<file path="src/rtl/pctb_defines.vh">
/*
  constants of the program counter, table and bank logic: operation codes,
  register byte offsets, reset values and bank maps.
  assumes it is included by its bare name from the design file.
*/
`ifndef PCTB_DEFINES_VH
`define PCTB_DEFINES_VH

// ==========================================================
// operation codes on op_code
`define PCTB_OP_W 5
`define PCTB_OP_NONE 5'h00
`define PCTB_OP_ABS_JUMP 5'h01
`define PCTB_OP_CALL 5'h02
`define PCTB_OP_LONG_CALL 5'h03
`define PCTB_OP_RETURN 5'h04
`define PCTB_OP_EXIT_LITERAL 5'h05
`define PCTB_OP_INT_EXIT 5'h06
`define PCTB_OP_INT_VECTOR 5'h07
`define PCTB_OP_LOW_READ 5'h08
`define PCTB_OP_LOW_WRITE 5'h09
`define PCTB_OP_LOW_RMW 5'h0a
`define PCTB_OP_LOAD_PBANK 5'h0b
`define PCTB_OP_LOAD_RBANK 5'h0c
`define PCTB_OP_LATCH_WRITE 5'h0d
`define PCTB_OP_LATCH_READ 5'h0e
`define PCTB_OP_WORD_WRITE 5'h0f
`define PCTB_OP_WORD_READ 5'h10
`define PCTB_OP_SKIP 5'h11

// ==========================================================
// register byte offsets on the register bus
`define PCTB_ADDR_W 8
`define PCTB_OFS_PTR_LOW 8'h00
`define PCTB_OFS_PTR_HIGH 8'h04
`define PCTB_OFS_COUNTER_LOW 8'h08
`define PCTB_OFS_HOLD_LATCH 8'h0c
`define PCTB_OFS_BANK_SEL 8'h10
`define PCTB_OFS_WORD_LATCH 8'h14
`define PCTB_OFS_STATUS 8'h18

// ==========================================================
// reset values and bus answers
`define PCTB_RST_PC 16'h0000
`define PCTB_RST_BYTE 8'h00
`define PCTB_RST_WORD 16'h0000
`define PCTB_RESP_OKAY 2'h0
`define PCTB_RESP_SLVERR 2'h2

// ==========================================================
// banking: banked peripheral window 10h..17h, implemented bank maps
`define PCTB_PERIPH_WIN 5'h02
`define PCTB_PBANK_MAP 16'h00ff
`define PCTB_RBANK_MAP 16'h000f

`endif

</file>
<file path="src/rtl/pctb_core.v">
/*
  program counter, counter high holding latch, table pointer, word latch and
  bank selector of an 8-bit core, with an axi4-lite register slave.
  assumes the core sequencer drives one operation at a time on op_valid,
  a fetch pulse in q1 on the same clock, and a program memory that answers
  a read with pm_rvalid some cycles later.
*/
`timescale 1ns/100ps
`include "pctb_defines.vh"

module pctb_core (
  // clock and reset
  input wire core_clk,
  input wire rstn,
  // core operation request
  input wire fetch_q1,
  input wire op_valid,
  input wire [4:0] op_code,
  input wire [15:0] op_literal,
  input wire [7:0] op_data,
  input wire op_hi,
  input wire op_inc,
  input wire [15:0] stack_top,
  output reg [7:0] op_rdata,
  output reg op_rvalid,
  output wire op_busy,
  // counter and stack
  output reg [15:0] pc,
  output reg forced_nop,
  output reg stack_push,
  output reg [15:0] push_addr,
  // program memory port
  input wire ext_mode,
  output reg pm_rd,
  output reg pm_wr,
  output reg pm_external,
  output reg [15:0] pm_addr,
  output reg [15:0] pm_wdata,
  input wire [15:0] pm_rdata,
  input wire pm_rvalid,
  // banked data memory gating
  input wire [7:0] dm_addr,
  input wire dm_ram_sel,
  input wire dm_wr,
  input wire [7:0] dm_rdata_raw,
  output wire [3:0] periph_bank,
  output wire [3:0] ram_bank,
  output wire dm_wr_en,
  output wire [7:0] dm_rdata,
  // axi4-lite register slave
  input wire [7:0] s_axi_awaddr,
  input wire s_axi_awvalid,
  output wire s_axi_awready,
  input wire [31:0] s_axi_wdata,
  input wire [3:0] s_axi_wstrb,
  input wire s_axi_wvalid,
  output wire s_axi_wready,
  output reg [1:0] s_axi_bresp,
  output reg s_axi_bvalid,
  input wire s_axi_bready,
  input wire [7:0] s_axi_araddr,
  input wire s_axi_arvalid,
  output wire s_axi_arready,
  output reg [31:0] s_axi_rdata,
  output reg [1:0] s_axi_rresp,
  output reg s_axi_rvalid,
  input wire s_axi_rready
);

  // ==========================================================
  // state
  localparam [1:0] ST_IDLE = 2'b01;
  localparam [1:0] ST_WAIT = 2'b10;
  localparam [15:0] PBANK_MAP = `PCTB_PBANK_MAP;
  localparam [15:0] RBANK_MAP = `PCTB_RBANK_MAP;

  reg [7:0] counter_high_holding_latch;
  reg [15:0] table_pointer;
  reg [15:0] word_holding_latch;
  reg [7:0] bank_selector;
  reg [1:0] tstate;
  reg tinc;
  reg ext_meta;
  reg ext_sync;

  reg aw_held;
  reg [7:0] aw_addr_q;
  reg w_held;
  reg [31:0] w_data_q;
  reg [3:0] w_strb_q;

  wire [15:0] pc_inc;
  wire [15:0] ptr_inc;
  wire [15:0] wr_word;
  wire [7:0] latch_byte;
  wire tbl_op;
  wire bus_wr_go;
  wire bus_rd_go;
  wire wr_known;
  wire rd_known;
  wire in_periph_win;
  wire bank_ok;

  assign pc_inc = pc + 16'h0001;
  assign ptr_inc = table_pointer + 16'h0001;
  assign latch_byte = op_hi ? word_holding_latch[15:8] : word_holding_latch[7:0];
  assign wr_word = op_hi ? {op_data, word_holding_latch[7:0]}
                         : {word_holding_latch[15:8], op_data};
  assign tbl_op = (op_code == `PCTB_OP_LATCH_WRITE) || (op_code == `PCTB_OP_LATCH_READ) ||
                  (op_code == `PCTB_OP_WORD_WRITE) || (op_code == `PCTB_OP_WORD_READ);
  // a table read in flight owns the latch; the sequencer waits on op_busy
  assign op_busy = (tstate == ST_WAIT);

  // ==========================================================
  // bus handshakes: core operations win, the bus waits while op_valid is high
  assign s_axi_awready = ~aw_held;
  assign s_axi_wready = ~w_held;
  assign bus_wr_go = aw_held & w_held & ~s_axi_bvalid & ~op_valid;
  assign s_axi_arready = ~s_axi_rvalid & ~op_valid;
  assign bus_rd_go = s_axi_arvalid & s_axi_arready;

  assign wr_known = (aw_addr_q == `PCTB_OFS_PTR_LOW) || (aw_addr_q == `PCTB_OFS_PTR_HIGH) ||
                    (aw_addr_q == `PCTB_OFS_COUNTER_LOW) || (aw_addr_q == `PCTB_OFS_HOLD_LATCH) ||
                    (aw_addr_q == `PCTB_OFS_BANK_SEL);
  assign rd_known = wr_known_rd(s_axi_araddr);

  function wr_known_rd;
    input [7:0] a;
    begin
      wr_known_rd = (a == `PCTB_OFS_PTR_LOW) || (a == `PCTB_OFS_PTR_HIGH) ||
                    (a == `PCTB_OFS_COUNTER_LOW) || (a == `PCTB_OFS_HOLD_LATCH) ||
                    (a == `PCTB_OFS_BANK_SEL) || (a == `PCTB_OFS_WORD_LATCH) ||
                    (a == `PCTB_OFS_STATUS);
    end
  endfunction

  // ==========================================================
  // banked data memory gating
  assign periph_bank = bank_selector[3:0];
  assign ram_bank = bank_selector[7:4];
  assign in_periph_win = (dm_addr[7:3] == `PCTB_PERIPH_WIN);
  // bank 15 is unmapped, like peripheral banks 8 to 14 and ram banks 4 to 14; it reads zero
  assign bank_ok = dm_ram_sel ? RBANK_MAP[bank_selector[7:4]] :
                   in_periph_win ? PBANK_MAP[bank_selector[3:0]] :
                   1'b1;
  // status flags stay with the alu, which sees the zero read
  assign dm_wr_en = dm_wr & bank_ok;
  assign dm_rdata = bank_ok ? dm_rdata_raw : 8'h00;

  // ==========================================================
  // mode pin synchroniser
  always @(posedge core_clk or negedge rstn) begin
    if (!rstn) begin
      ext_meta <= 1'b0;
      ext_sync <= 1'b0;
    end else begin
      ext_meta <= ext_mode;
      ext_sync <= ext_meta;
    end
  end

  // ==========================================================
  // counter, latches, pointer and table engine
  always @(posedge core_clk or negedge rstn) begin
    if (!rstn) begin
      pc <= `PCTB_RST_PC;
      counter_high_holding_latch <= `PCTB_RST_BYTE;
      table_pointer <= `PCTB_RST_WORD;
      word_holding_latch <= `PCTB_RST_WORD;
      bank_selector <= `PCTB_RST_BYTE;
      op_rdata <= `PCTB_RST_BYTE;
      op_rvalid <= 1'b0;
      forced_nop <= 1'b0;
      stack_push <= 1'b0;
      push_addr <= `PCTB_RST_PC;
      pm_rd <= 1'b0;
      pm_wr <= 1'b0;
      pm_external <= 1'b0;
      pm_addr <= `PCTB_RST_WORD;
      pm_wdata <= `PCTB_RST_WORD;
      tstate <= ST_IDLE;
      tinc <= 1'b0;
    end else begin
      op_rvalid <= 1'b0;
      stack_push <= 1'b0;
      pm_rd <= 1'b0;
      pm_wr <= 1'b0;
      if (fetch_q1) begin
        pc <= pc_inc;
        forced_nop <= 1'b0;
      end
      case (tstate)
        ST_IDLE: begin
          tstate <= ST_IDLE;
        end
        ST_WAIT: begin
          if (pm_rvalid) begin
            word_holding_latch <= pm_rdata;
            if (tinc)
              table_pointer <= ptr_inc;
            tstate <= ST_IDLE;
          end
        end
        default: begin
          tstate <= ST_IDLE;
        end
      endcase
      if (op_valid && !(tbl_op && op_busy)) begin
        case (op_code)
          `PCTB_OP_ABS_JUMP, `PCTB_OP_CALL: begin
            pc <= {pc[15:13], op_literal[12:0]};
            counter_high_holding_latch <= {pc[15:13], op_literal[12:8]};
            stack_push <= (op_code == `PCTB_OP_CALL);
            push_addr <= pc;
          end
          `PCTB_OP_LONG_CALL: begin
            pc <= {counter_high_holding_latch, op_literal[7:0]};
            stack_push <= 1'b1;
            push_addr <= pc;
          end
          `PCTB_OP_RETURN, `PCTB_OP_EXIT_LITERAL, `PCTB_OP_INT_EXIT: begin
            pc <= stack_top;
          end
          `PCTB_OP_INT_VECTOR: begin
            pc <= op_literal;
            stack_push <= 1'b1;
            push_addr <= pc;
          end
          `PCTB_OP_LOW_READ: begin
            op_rdata <= pc[7:0];
            op_rvalid <= 1'b1;
            counter_high_holding_latch <= pc[15:8];
          end
          `PCTB_OP_LOW_WRITE: begin
            pc <= {counter_high_holding_latch, op_data};
          end
          `PCTB_OP_LOW_RMW: begin
            // op_data is the alu result of the low byte shown on pc[7:0]
            pc <= {counter_high_holding_latch, op_data};
          end
          `PCTB_OP_LOAD_PBANK: begin
            bank_selector[3:0] <= op_literal[3:0];
          end
          `PCTB_OP_LOAD_RBANK: begin
            bank_selector[7:4] <= op_literal[3:0];
          end
          `PCTB_OP_LATCH_WRITE: begin
            word_holding_latch <= wr_word;
          end
          `PCTB_OP_LATCH_READ: begin
            op_rdata <= latch_byte;
            op_rvalid <= 1'b1;
          end
          `PCTB_OP_WORD_WRITE: begin
            word_holding_latch <= wr_word;
            pm_wr <= 1'b1;
            pm_addr <= table_pointer;
            pm_wdata <= wr_word;
            pm_external <= ext_sync;
            if (op_inc)
              table_pointer <= ptr_inc;
          end
          `PCTB_OP_WORD_READ: begin
            op_rdata <= latch_byte;
            op_rvalid <= 1'b1;
            pm_rd <= 1'b1;
            pm_addr <= table_pointer;
            pm_external <= ext_sync;
            tinc <= op_inc;
            tstate <= ST_WAIT;
          end
          `PCTB_OP_SKIP: begin
            forced_nop <= 1'b1;
          end
          default: begin
            forced_nop <= forced_nop;
          end
        endcase
      end else if (bus_wr_go && w_strb_q[0]) begin
        case (aw_addr_q)
          `PCTB_OFS_PTR_LOW: table_pointer[7:0] <= w_data_q[7:0];
          `PCTB_OFS_PTR_HIGH: table_pointer[15:8] <= w_data_q[7:0];
          `PCTB_OFS_COUNTER_LOW: pc <= {counter_high_holding_latch, w_data_q[7:0]};
          `PCTB_OFS_HOLD_LATCH: counter_high_holding_latch <= w_data_q[7:0];
          `PCTB_OFS_BANK_SEL: bank_selector <= w_data_q[7:0];
          default: counter_high_holding_latch <= counter_high_holding_latch;
        endcase
      end else if (bus_rd_go && (s_axi_araddr == `PCTB_OFS_COUNTER_LOW)) begin
        counter_high_holding_latch <= pc[15:8];
      end
    end
  end

  // ==========================================================
  // axi4-lite write channel: address and data taken in either order
  always @(posedge core_clk or negedge rstn) begin
    if (!rstn) begin
      aw_held <= 1'b0;
      aw_addr_q <= 8'h00;
      w_held <= 1'b0;
      w_data_q <= 32'h00000000;
      w_strb_q <= 4'h0;
      s_axi_bvalid <= 1'b0;
      s_axi_bresp <= `PCTB_RESP_OKAY;
    end else begin
      if (s_axi_awvalid && !aw_held) begin
        aw_held <= 1'b1;
        aw_addr_q <= {s_axi_awaddr[7:2], 2'b00};
      end
      if (s_axi_wvalid && !w_held) begin
        w_held <= 1'b1;
        w_data_q <= s_axi_wdata;
        w_strb_q <= s_axi_wstrb;
      end
      if (bus_wr_go) begin
        aw_held <= 1'b0;
        w_held <= 1'b0;
        s_axi_bvalid <= 1'b1;
        s_axi_bresp <= wr_known ? `PCTB_RESP_OKAY : `PCTB_RESP_SLVERR;
      end else if (s_axi_bvalid && s_axi_bready) begin
        s_axi_bvalid <= 1'b0;
      end
    end
  end

  // ==========================================================
  // axi4-lite read channel; the status word shows the whole counter
  always @(posedge core_clk or negedge rstn) begin
    if (!rstn) begin
      s_axi_rvalid <= 1'b0;
      s_axi_rdata <= 32'h00000000;
      s_axi_rresp <= `PCTB_RESP_OKAY;
    end else begin
      if (bus_rd_go) begin
        s_axi_rvalid <= 1'b1;
        s_axi_rresp <= rd_known ? `PCTB_RESP_OKAY : `PCTB_RESP_SLVERR;
        case ({s_axi_araddr[7:2], 2'b00})
          `PCTB_OFS_PTR_LOW: s_axi_rdata <= {24'h000000, table_pointer[7:0]};
          `PCTB_OFS_PTR_HIGH: s_axi_rdata <= {24'h000000, table_pointer[15:8]};
          `PCTB_OFS_COUNTER_LOW: s_axi_rdata <= {24'h000000, pc[7:0]};
          `PCTB_OFS_HOLD_LATCH: s_axi_rdata <= {24'h000000, counter_high_holding_latch};
          `PCTB_OFS_BANK_SEL: s_axi_rdata <= {24'h000000, bank_selector};
          `PCTB_OFS_WORD_LATCH: s_axi_rdata <= {16'h0000, word_holding_latch};
          `PCTB_OFS_STATUS: s_axi_rdata <= {13'h0000, ext_sync, op_busy, 1'b0, pc};
          default: s_axi_rdata <= 32'h00000000;
        endcase
      end else if (s_axi_rvalid && s_axi_rready) begin
        s_axi_rvalid <= 1'b0;
      end
    end
  end

endmodule // pctb_core

</file>
<file path="config.mk">
export PLATFORM = sky130hd
export DESIGN_NAME = pctb_core
export DESIGN_NICKNAME = d
export VERILOG_FILES = /design/src/rtl/pctb_core.v
export VERILOG_INCLUDE_DIRS = /design/src /design/src/rtl
export SDC_FILE = /design/constraint.sdc
export NUM_CORES = 1
export LEC_CHECK = 0
export ABC_AREA = 1
export BUFFER_PORTS_ARGS = -buffer_cell sky130_fd_sc_hd__buf_4
export CORE_MARGIN = 1.5
export CORE_UTILIZATION = 57
export DETAILED_ROUTE_END_ITERATION = 6
export GPL_TIMING_DRIVEN = 0
export PLACE_DENSITY_LB_ADDON = 0.12
export SYNTH_ARGS = -nofsm -noshare
export SYNTH_HDL_FRONTEND = slang
export SYNTH_SLANG_ARGS = --single-unit
</file>
<file path="constraint.sdc">
create_clock -name core_clk -period 2.84 [get_ports core_clk]
set_clock_uncertainty 0.1 [all_clocks]
set_input_delay 0.142 -clock core_clk [delete_from_list [all_inputs] [get_ports core_clk]]
set_output_delay 0.142 -clock core_clk [all_outputs]
set_load 0.05 [all_outputs]
</file>
==> metrics.md <==
| Metric | Value |
|---|---|
| Area leader, netlist | `dfrtp_1` |
| Total grt overflow | `0` |
| Multi-input gate area | `0.004980 sq mm` |
| PortBufs | `230` |
| CTS Buf Count | `17` |
| Hold endpoint | `word_holding_latch[9]` |
| CTS max path bufs | `2` |
| Tot GR Track Use | `0.4336` |
| Post-Syn Area per Cell | `7.254 sq um` |
| Count leader, synth | `nand2_1` |
| WP data arrival | `a little under 3 ns` |
| WS Path Type | `flop to flop` |
| Yosys cell types | `a little over 40` |
| Power Density | `825.0 mW/mm^2` |
| Sw Share | `0.4618` |
| CP max FO | `10` |
| Row cnt | `48` |
| Critical path cell sequence | `inv_1, nor2_2, nand2_1, clkbuf_2, mux2_2, nand2_1, o21ai_1, dlygate4sd3_1` |
| Final worst-path cycle share | `0.9425` |
| CP most frequent cell | `nand2_1` |
| CTS Sinks | `170` |
| Layout cell share with drive strength beyond 1 | `0.2065` |
| Maximum number of pins on one net before global-route repair | `approximately 120` |
| Vias per inst | `6.003` |
| Worst reg2reg endpoint | `word_holding_latch[11]` |
| Final wirelength | `39200 microns` |
| First-pass GRT wire length | `60240 microns` |
| R2R depth | `8` |
| P_int | `~0.0059 W` |
| Post-route DRC | `0` |
| Comb pwr share | `0.412` |
| Routed wire per std cell | `20.16 microns` |
| H-tree levels | `4` |
| Total die area | `0.01826 sq mm` |
| Reg2reg start | `tstate[1]` |
| Flop pwr share | `0.356` |
| Top cell type's share of synthesized area | `0.4249` |
| Min Clock Period, post-route | `2.677 ns` |
| VDD IR-drop max | `0.0007279 V` |
| Post-synth top flop | `dfrtp_1` |
| Final setup violation count | `0` |
| Antenna violations before repair | `0` |
| RSZ-0062 raised after global routing | `no` |
| Status | `finished clean` |
| Commonest cells post-synth | `476 x nand2_1, 169 x dfrtp_1, 116 x inv_1` |
| RD Place Congestion | `1.000` |
| Starting Density | `0.5794` |
| DRT antenna net count | `0` |
| Vias after detailed routing | `roughly 12k` |
| Post-Synthesis Cells | `about 1.4k` |
| Area Growth Syn to Fin | `34.54%` |
| LEAKAGE | `6.965 nW` |
| Number of I/O pins | `281` |
| HP Start | `op_data[1]` |
| Final WS setup | `0.1632 ns` |
| CP Data Required Time | `3.07 ns` |
| CTS tree | `built` |
| Final hold vios | `0` |
| Async set-reset flop share out of synthesis | `1.000` |
| Reg clk slew, reported paths | `0.07 ns` |
| First-iteration detailed-routing DRC count | `1358` |
| Synthesis-stage register bit count | `170` |
| Worst Setup Start Kind | `flop` |
| Fillers | `1286` |
| Slew Viols, Final | `0` |
| Pre-CTS setup slack | `0.1592 ns` |
| CTS root buf | `clkbuf_16` |
| Max incr delay on CP | `0.56 ns` |
| Clk pwr share | `0.232` |
| Final nets | `~1.9k` |
| Hold Path Depth | `3` |
| YS warnings | `0` |
| Max Cap Violations | `0` |
| Crit path max-delay cell type | `dlygate4sd3_1` |
| HPWL after DPL | `27260 microns` |
| N_diodes | `0` |
| Final setup TNS | `0 ns` |
| Hold Path Class | `input port to flop` |
| R2R setup slack | `0.16 ns` |
| Ranking of synthesized cells by area | `dfrtp_1 42%, nand2_1 18%, nand3_1 5.7%, o21ai_0 4.6%, inv_1 4.4%` |
| First drt pass iteration count | `6` |
| Setup crit end kind | `flop` |
| Core footprint | `about 0.017 sq mm` |
| Post-Syn Area | `between 0.009 and 0.01 sq mm` |
| Fmax | `about 0.37 GHz` |
| Register area share after synthesis | `0.4276` |
| Clock Latency Late Sink | `0.44 ns` |
| Number of global-route vias before repair | `11.05k` |
| Worst Tran Pin Value | `around 1.1 ns` |
| Worst slew margin relative to its limit | `0.2481` |
| Horiz. Die Dim | `between 100 and 150 microns` |
| Net switching power | `approximately 0.005 W` |
| FF/Latch Area | `approximately 0.0043 sq mm` |
| EDFF count, synth | `0` |
| DIE HEIGHT | `135.1 microns` |
## power groups by stage
stage                     logic (W)  registers (W)  clock network [W]
after floorplan             0.00171        0.00484                  0
after global placement      0.00422        0.00388                  0
after detailed placement    0.00430        0.00389                  0
after CTS                   0.00442        0.00385            0.00254
after global routing        0.00484        0.00396            0.00263
final                       0.00455        0.00394            0.00256
## placed cells by master (no fill, tap or decap), types with 4 or more instances in the layout
| cell | instances |
|---|---|
| nand4_1 | 37 |
| conb_1 | 16 |
| clkbuf_16 | 17 |
| nor2_1 | 96 |
| nand3_1 | 113 |
| nand2_1 | 475 |
| a22oi_1 | 16 |
| inv_1 | 116 |
| o21ai_0 | 91 |
| o211ai_1 | 24 |
| mux2_2 | 22 |
| clkbuf_1 | 27 |
| nor3_1 | 11 |
| dlygate4sd3_1 | 66 |
| o21a_1 | 8 |
| o21ai_1 | 35 |
| dfrtp_1 | 169 |
| xor2_1 | 18 |
| a21oi_1 | 30 |
| inv_2 | 4 |
| buf_4 | 250 |
| nand2_2 | 5 |
| buf_2 | 14 |
| inv_6 | 5 |
| nand3_2 | 6 |
## how the worst max path moves through the flow
stage,from,slack [ns],endpoint,cells after the start
floorplan,s_axi_rvalid,0.31,counter_high_holding_latch[0],8
global placement,op_valid,0.21,s_axi_rdata[15],9
detailed placement,op_valid,0.16,s_axi_rdata[15],9
CTS,tstate[0],0.12,word_holding_latch[11],7
global route,op_code[1],0.01,pc[4],14
finish,tstate[1],0.16,word_holding_latch[11],8
## critical path: cells and delay by family, from the launching register on
kind | cells | cell delay (ns)
and+or+nand+nor | 3 | 0.77
AOI/OAI and AO/OA | 1 | 0.06
buffers and inverters | 3 | 0.95
DFF | 1 | 0.35
muxes | 1 | 0.33
## metrics by stage
stage,hold WS [ns],power [W],cell area (sq um),cells,utilization
3_5_place_dp,-0.03330,0.008187,12050,1843,0.7016
6_report,0.002199,0.01105,13390,1944,0.7795
4_1_cts,0.0003785,0.01081,13340,1941,0.7768
5_1_grt,0.01548,0.01142,13390,1944,0.7795
3_3_place_gp,0.1521,0.008098,12020,1842,0.6996
2_1_floorplan,-0.2536,0.006542,10010,1387,-
## metal layers
| metal | wire length (microns) | GRT usage | share of wire | up-vias |
|---|---|---|---|---|
| li1 | - | - | - | 5149 |
| met1 | 15020 | 0.5867 | 0.38 | 5469 |
| met2 | 17360 | 0.6644 | 0.44 | 893 |
| met3 | 4772 | 0.08679 | 0.12 | 159 |
| met4 | 2043 | 0.2216 | 0.052 | 0 |
| met5 | 0 | 0 | 0 | - |
## cell families (layout without fill, tap and decap cells)
kind of cell / count (synthesis) / in the layout / synth area share
simple gates: 756 / 756 / 0.3213
fa+ha+maj: 2 / 2 / 0.002514
buf+inv: 184 / 516 / 0.07971
xor+xnor: 19 / 19 / 0.01672
compound gates: 216 / 216 / 0.1248
mux: 24 / 24 / 0.02691
other cells: 1 / 16 / 0.0003768
flops: 170 / 170 / 0.4276
## sequential cells by signal, summed over array words and instances (netlist names), 16 cells and up
signal              flops
pc                     16
pm_addr                16
pm_wdata               16
push_addr              16
s_axi_rdata            18
table_pointer          16
word_holding_latch     16
## layout make-up
class	count	area share
Buffer	64	0.02589
Clock buffer	19	0.03383
Clock inverter	13	0.01327
Inverter	120	0.03364
Multi-Input combinational cell	1033	0.3719
Sequential cell	170	0.3178
Tap cell	225	0.02103
Timing Repair Buffer	300	0.1826
## what timing repair did
| action | 4_1_cts | 5_1_grt |
|---|---|---|
| hold endpoints to repair | 100 | 0 |
| setup endpoints to repair | 0 | 10 |
| buffers inserted | 0 | 3 |
| hold buffers | 66 | 0 |
| gates resized for setup | 0 | 7 |
(Power assumes the default switching activity.)
